[config.mk]
export PLATFORM = sky130hd
export DESIGN_NAME = servo_direction_pitch_config
export DESIGN_NICKNAME = d
export VERILOG_FILES = /design/src/core/servo_dir_pkg.sv /design/src/core/servo_direction_pitch_config.sv
export VERILOG_INCLUDE_DIRS = /design/src /design/src/core
export SDC_FILE = /design/constraint.sdc
export NUM_CORES = 1
export LEC_CHECK = 0
export BUFFER_PORTS_ARGS = -buffer_cell sky130_fd_sc_hd__buf_4
export CORE_MARGIN = 5
export CORE_UTILIZATION = 40
export DETAILED_ROUTE_END_ITERATION = 8
export PLACE_DENSITY = 0.66
export SYNTH_ARGS = -nofsm -noshare
export SYNTH_HDL_FRONTEND = slang
export SYNTH_SLANG_ARGS = --single-unit
export TNS_END_PERCENT = 5
[constraint.sdc]
create_clock -name CLOCK -period 2.2 [get_ports CLOCK]
set_input_delay 0.44 -clock CLOCK [delete_from_list [all_inputs] [get_ports CLOCK]]
set_output_delay 0.44 -clock CLOCK [all_outputs]
set_load 0.03 [all_outputs]
[src/core/servo_dir_regs.svh]
`ifndef SERVO_DIR_REGS_SVH
`define SERVO_DIR_REGS_SVH
// ---------------------------------------------------------------
// setting ranges and defaults
// ---------------------------------------------------------------
`define PITCH_WIDTH 23
`define PITCH_MAX 23'h640000
`define PITCH_DEFAULT 23'h000000
`define SERIAL_WIDTH 56
// seven ascii asterisks
`define SERIAL_PLACEHOLDER 56'h2A2A2A2A2A2A2A
`endif

[src/core/servo_dir_pkg.sv]
`default_nettype none
package servo_dir_pkg;
  typedef enum logic [1:0]
  {
    REF_IDLE = 2'b00,
    REF_FORWARD = 2'b01,
    REF_REVERSE = 2'b10
  } ref_dir_t;
  typedef enum logic [1:0]
  {
    QUAD_00 = 2'b00,
    QUAD_01 = 2'b01,
    QUAD_11 = 2'b10,
    QUAD_10 = 2'b11
  } quad_state_t;
endpackage : servo_dir_pkg
`default_nettype wire

[src/core/servo_direction_pitch_config.sv]
// Overview of operation
// - rotary: select 0 forward=CCW, 1 forward=CW
// - pulses: forward B leads, reverse A leads
// - forward checks forward limit, reverse reverse
// - linear: select 0 forward counts up
// - pitch 0..6,553,600 taken at restart
// - linear with converter: pitch default at restart raises pitch alarm
// - linear, no converter: automatic pitch, manual ignored
// - linear: missing encoder parameters raise encoder alarm
// - linear: missing motor parameters raise alarm group when encoder parameters present
// - serial monitor shows asterisks for linear
`include "servo_dir_regs.svh"
`default_nettype none
module servo_direction_pitch_config
(
  // clock and reset
  input wire logic CLOCK,
  input wire logic RESET_N,
  // restart request, settings latched on it
  input wire logic RESTART,
  // settings
  input wire logic DIRECTION_SELECT_FIELD,
  input wire logic [`PITCH_WIDTH-1:0] SCALE_PITCH_SETTING,
  // encoder attachment
  input wire logic LINEAR_MOTOR,
  input wire logic CONVERTER_PRESENT,
  input wire logic [`PITCH_WIDTH-1:0] AUTO_PITCH,
  input wire logic ENCODER_PARAMS_PRESENT,
  input wire logic MOTOR_PARAMS_PRESENT,
  input wire logic [`SERIAL_WIDTH-1:0] ENCODER_SERIAL,
  // motion reference from the controller
  input wire logic FORWARD_STEP,
  input wire logic REVERSE_STEP,
  // travel limits, high means motion prohibited
  input wire logic FORWARD_TRAVEL_LIMIT,
  input wire logic REVERSE_TRAVEL_LIMIT,
  // motor drive
  output logic MOTOR_STEP,
  output logic MOTOR_CCW,
  output logic LIMIT_BLOCKED,
  // divided pulse outputs
  output logic DIVIDED_PULSE_A_OUT,
  output logic DIVIDED_PULSE_B_OUT,
  // pitch and alarms
  output logic [`PITCH_WIDTH-1:0] ACTIVE_PITCH,
  output logic PITCH_ALARM,
  output logic ENCODER_PARAM_ALARM,
  output logic MOTOR_PARAM_ALARMS,
  output logic [`SERIAL_WIDTH-1:0] SERIAL_MONITOR
);
  import servo_dir_pkg::*;

  // ---------------------------------------------------------------
  // settings latched at reset release and restart
  // ---------------------------------------------------------------
  logic restart_pending;
  logic next_restart_pending;
  logic dir_sel;
  logic next_dir_sel;
  logic [`PITCH_WIDTH-1:0] pitch;
  logic [`PITCH_WIDTH-1:0] next_pitch;
  logic pitch_alarm;
  logic next_pitch_alarm;
  logic enc_alarm;
  logic next_enc_alarm;
  logic mot_alarm;
  logic next_mot_alarm;
  logic [`SERIAL_WIDTH-1:0] serial;
  logic [`SERIAL_WIDTH-1:0] next_serial;

  always_comb
  begin
    next_restart_pending = 1'b0;
    next_dir_sel = dir_sel;
    next_pitch = pitch;
    next_pitch_alarm = pitch_alarm;
    next_enc_alarm = enc_alarm;
    next_mot_alarm = mot_alarm;
    next_serial = serial;
    // first edge after reset release acts as a restart
    if (restart_pending || RESTART)
    begin
      next_dir_sel = DIRECTION_SELECT_FIELD;
      next_pitch_alarm = 1'b0;
      if (LINEAR_MOTOR && !CONVERTER_PRESENT)
      begin
        next_pitch = AUTO_PITCH;
      end
      else if (LINEAR_MOTOR)
      begin
        // out-of-range values are clamped rather than accepted
        next_pitch = (SCALE_PITCH_SETTING > `PITCH_MAX) ? `PITCH_MAX
          : SCALE_PITCH_SETTING;
        next_pitch_alarm = (SCALE_PITCH_SETTING == `PITCH_DEFAULT);
      end
      else
      begin
        next_pitch = `PITCH_DEFAULT;
      end
      next_enc_alarm = LINEAR_MOTOR && !ENCODER_PARAMS_PRESENT;
      next_mot_alarm = LINEAR_MOTOR && ENCODER_PARAMS_PRESENT
        && !MOTOR_PARAMS_PRESENT;
      next_serial = LINEAR_MOTOR ? `SERIAL_PLACEHOLDER : ENCODER_SERIAL;
    end
  end

  always_ff @(posedge CLOCK or negedge RESET_N)
  begin
    if (!RESET_N)
    begin
      restart_pending <= 1'b1;
      dir_sel <= 1'b0;
      pitch <= `PITCH_DEFAULT;
      pitch_alarm <= 1'b0;
      enc_alarm <= 1'b0;
      mot_alarm <= 1'b0;
      serial <= '0;
    end
    else
    begin
      restart_pending <= next_restart_pending;
      dir_sel <= next_dir_sel;
      pitch <= next_pitch;
      pitch_alarm <= next_pitch_alarm;
      enc_alarm <= next_enc_alarm;
      mot_alarm <= next_mot_alarm;
      serial <= next_serial;
    end
  end

  // ---------------------------------------------------------------
  // reference decode, limits and direction mapping
  // ---------------------------------------------------------------
  ref_dir_t ref_dir;
  logic blocked;
  logic any_alarm;
  logic next_step;
  logic next_ccw;
  logic next_blocked;

  always_comb
  begin
    // both steps at once cancel out
    case ({FORWARD_STEP, REVERSE_STEP})
      2'b10: ref_dir = REF_FORWARD;
      2'b01: ref_dir = REF_REVERSE;
      default: ref_dir = REF_IDLE;
    endcase
    blocked = (ref_dir == REF_FORWARD && FORWARD_TRAVEL_LIMIT)
      || (ref_dir == REF_REVERSE && REVERSE_TRAVEL_LIMIT);
    any_alarm = pitch_alarm || enc_alarm || mot_alarm;
    next_step = (ref_dir != REF_IDLE) && !blocked && !any_alarm;
    // ccw doubles as count-up for a linear motor
    next_ccw = (ref_dir == REF_FORWARD) ^ dir_sel;
    next_blocked = blocked;
  end

  always_ff @(posedge CLOCK or negedge RESET_N)
  begin
    if (!RESET_N)
    begin
      MOTOR_STEP <= 1'b0;
      MOTOR_CCW <= 1'b0;
      LIMIT_BLOCKED <= 1'b0;
    end
    else
    begin
      MOTOR_STEP <= next_step;
      MOTOR_CCW <= next_ccw;
      LIMIT_BLOCKED <= next_blocked;
    end
  end

  // ---------------------------------------------------------------
  // divided pulse quadrature, independent of direction select
  // ---------------------------------------------------------------
  quad_state_t quad;
  quad_state_t next_quad;
  logic next_pulse_a;
  logic next_pulse_b;

  always_comb
  begin
    next_quad = quad;
    // forward walks 00-01-11-10: b rises first, so b leads
    if (next_step && ref_dir == REF_FORWARD)
    begin
      case (quad)
        QUAD_00: next_quad = QUAD_01;
        QUAD_01: next_quad = QUAD_11;
        QUAD_11: next_quad = QUAD_10;
        QUAD_10: next_quad = QUAD_00;
        default: next_quad = QUAD_00;
      endcase
    end
    else if (next_step && ref_dir == REF_REVERSE)
    begin
      case (quad)
        QUAD_00: next_quad = QUAD_10;
        QUAD_10: next_quad = QUAD_11;
        QUAD_11: next_quad = QUAD_01;
        QUAD_01: next_quad = QUAD_00;
        default: next_quad = QUAD_00;
      endcase
    end
    next_pulse_a = (next_quad == QUAD_11) || (next_quad == QUAD_10);
    next_pulse_b = (next_quad == QUAD_01) || (next_quad == QUAD_11);
  end

  always_ff @(posedge CLOCK or negedge RESET_N)
  begin
    if (!RESET_N)
    begin
      quad <= QUAD_00;
      DIVIDED_PULSE_A_OUT <= 1'b0;
      DIVIDED_PULSE_B_OUT <= 1'b0;
    end
    else
    begin
      quad <= next_quad;
      DIVIDED_PULSE_A_OUT <= next_pulse_a;
      DIVIDED_PULSE_B_OUT <= next_pulse_b;
    end
  end

  // ---------------------------------------------------------------
  // status outputs
  // ---------------------------------------------------------------
  always_ff @(posedge CLOCK or negedge RESET_N)
  begin
    if (!RESET_N)
    begin
      ACTIVE_PITCH <= `PITCH_DEFAULT;
      PITCH_ALARM <= 1'b0;
      ENCODER_PARAM_ALARM <= 1'b0;
      MOTOR_PARAM_ALARMS <= 1'b0;
      SERIAL_MONITOR <= '0;
    end
    else
    begin
      ACTIVE_PITCH <= pitch;
      PITCH_ALARM <= pitch_alarm;
      ENCODER_PARAM_ALARM <= enc_alarm;
      MOTOR_PARAM_ALARMS <= mot_alarm;
      SERIAL_MONITOR <= serial;
    end
  end
endmodule : servo_direction_pitch_config
`default_nettype wire

==> impl_metrics.csv <==
group,metric,value,unit
cts,cts_root_buf,"clkbuf_16",
detailed_routing,dr.first_iter.drc_count,252,
sta,final-max-slew-violation-count,0,
worst_setup_path,startpoint_type,"flop",
cts,clkTransAtPathRegs,60,ps
grt,grt_pass1_vias,4733,
synthesis,async_flop_share,100,%
worst_setup_path,path_class,"reg2reg",
synthesis,synth.area.top_cells,"dfrtp_1 70%, nand2_1 7.7%, nand3b_1 4.5%",
cts,cts_setup_buffers,0,
synthesis,netlist_area,6160,sq um
synthesis,synth_cell_types,40,
placed_design,routabilityCongestion,0.807,
detailed_routing,wl_per_cell,16.8,um
sta,setup_tns,0,ps
worst_setup_path,end_kind,"flop",
detailed_routing,viasPerCell,4.94,
die,num_rows,45,
grt,antenna_found_initial,0,
sta,slew_headroom,48.5,%
grt,grt_pass1_wl,24700,um
detailed_routing,ant_nets,0,
cts,cts_buffers,17,
die,die_h,134,um
run_status,outcome,"complete, no violations",
hold_path,hp-class,"in2reg",
synthesis,ys_ff_latch,173,
layout,fin_util,56.4,%
cts,cts-resized-gates,0,
worst_setup_path,worstPathArrival,2120,ps
cts,cts-htree-levels,4,
worst_setup_path,crit_required,2550,ps
grt,grt_usage,17.5,%
sta,fin_worst_skew,8.23,ps
sta,finalHoldViolCount,0,
sta,tightestPinTransition,772,ps
detailed_routing,routed_wl,15400,um
layout,fin_nets,837,
pwr,vdd_ir_drop_max,0.513,mV
placed_design,dp_hpwl,11000,um
sta,hold_ws,221,ps
die,io_pins,201,
synthesis,synth_top_area_share,69.9,%
cts,insertion_delay,420,ps
synthesis,synth_nets,636,
sta,period_minus_slack,1770,ps
synthesis,yosysWarningCount,0,
pwr,power_density,928,nW/um^2
layout,area_growth,38.7,%
cts,clock_path_buffers,2,
detailed_routing,via_count,4544,
cts,cts.sinks,173,
detailed_routing,drc,0,
grt,grt_max_degree,61,
synthesis,synth_edf_count,0,
synthesis,syn_inst,517,
detailed_routing,dr.pass1.iters,6,
sta,setup-violations-final,0,
layout,final_common_cell,"buf_4",
die,core-area,15100,sq um
sta,final.period_utilization,80.5,%
cts,cts_tree,"built",
pwr,p_total,7930,uW
placed_design,io_buffers,200,
layout,final_cell_mix,"208 x buf_4, 172 x dfrtp_1, 126 x nand2_1",
die,die_w,134,um
pwr,p_leak,0.00424,uW
cts,hold_buffers,1,
grt,overflow,0,
synthesis,syn_avg_cell_area,11.9,sq um
die,die-area,18000,sq um
synthesis,yosysSeqAreaShare,70.3,%
die,start_util,40.7,%
synthesis,ys.flop_type,"dfrtp_1",
worst_setup_path,crit_fanout,43,
run,maxCapViolations,0,
synthesis,yosysTopAreaCell,"dfrtp_1",
sta,rsz0062_at_grt,"false",
layout,insertedDiodeCount,0,
layout,layout-drive-gt1-share,34.1,%
sta,max_clock_freq,565,MHz
==> report_power, final <==
| group | total (uW) | internal, uW | switching, uW | leakage (uW) |
|---|---|---|---|---|
| Sequential | 3600 | 3470 | 132 | 0.00214 |
| Clock | 3130 | 1940 | 1180 | 0.000296 |
| Combinational | 1200 | 486 | 717 | 0.00181 |
| Total | 7930 | 5900 | 2030 | 0.00424 |
==> stage by stage <==
stage / instances / cell area [sq um] / setup WS [ps]
3_3_place_gp: 886 / 7910 / 109
3_5_place_dp: 886 / 7910 / 0.626
5_1_grt: 919 / 8540 / 321
4_1_cts: 919 / 8540 / 403
2_1_floorplan: 517 / 6160 / 253
6_report: 919 / 8540 / 429
==> cell type report <==
| class | count | area [sq um] |
|---|---|---|
| clock buffer | 23 | 458 |
| clock inverter | 9 | 163 |
| fill | 1262 | 6600 |
| inverter | 7 | 26.3 |
| multi-input combinational | 305 | 1670 |
| sequential | 173 | 4330 |
| tap | 188 | 235 |
| timing repair buffer | 214 | 1660 |
==> layer usage <==
layer  track usage [%]  vias up  wire length [um]
met5                 0        -                 0
met4              5.94        0               266
met3              5.06       17              1100
met2              29.3      137              7680
met1              21.8     2241              6400
li1                  -     2149                 -
==> sequential cells by signal (all words and copies together) (netlist names), 2 cells and up <==
signal	cells
serial	56
pitch	23
quad	2
ACTIVE_PITCH	23
SERIAL_MONITOR	56
==> logic make-up (layout without fill, tap and decap cells) <==
| family | count (synthesis) | count (layout) | synth area share, % |
|---|---|---|---|
| flip-flops | 173 | 173 | 70.3 |
| AO/OA/AOI/OAI | 91 | 91 | 9.31 |
| AND/OR/NAND/NOR | 203 | 203 | 15.6 |
| XOR/XNOR | 1 | 1 | 0.142 |
| buffers and inverters | 39 | 253 | 2.78 |
| adder cells (fa/ha/maj) | 5 | 5 | 1.02 |
| other | 1 | 1 | 0.0609 |
| multiplexers | 4 | 4 | 0.731 |
==> synth_stat cells, drive strengths merged (2+ instances only) <==
master	n
dfrtp	172
nand2	126
o21ai	44
nand3b	37
nor2	22
a21oi	20
buf	19
o2111ai	19
clkbuf	13
inv	7
ha	5
nor4	4
mux2i	3
a31oi	2
and2	2
and3	2
nand3	2
nor2b	2
or4	2
==> path summary, 6_finish.rpt <==
kind                                                 from                           end  slack, ps  cells past startpoint
worst max-delay path            restart_pending$_DFF_PN1_         serial[5]$_DFFE_PN0P_        430                      4
worst min-delay path                 MOTOR_PARAMS_PRESENT         mot_alarm$_DFFE_PN0P_        220                      2
worst max register to register  restart_pending$_DFF_PN1_         serial[5]$_DFFE_PN0P_        430                      4
worst min register to register      serial[8]$_DFFE_PN0P_   SERIAL_MONITOR[8]$_DFF_PN0_        370                      0
max in group asynchronous                         RESET_N     restart_pending$_DFF_PN1_       1020                      3
min in group asynchronous                         RESET_N  SERIAL_MONITOR[40]$_DFF_PN0_        560                      2
==> critical path: stages (launching register included) <==
cell and delay, ps:
dfstp_2 550, or2_4 420, buf_4 430, o21ai_0 180, nand2_1 100
Power figures use the tool's default switching activity.
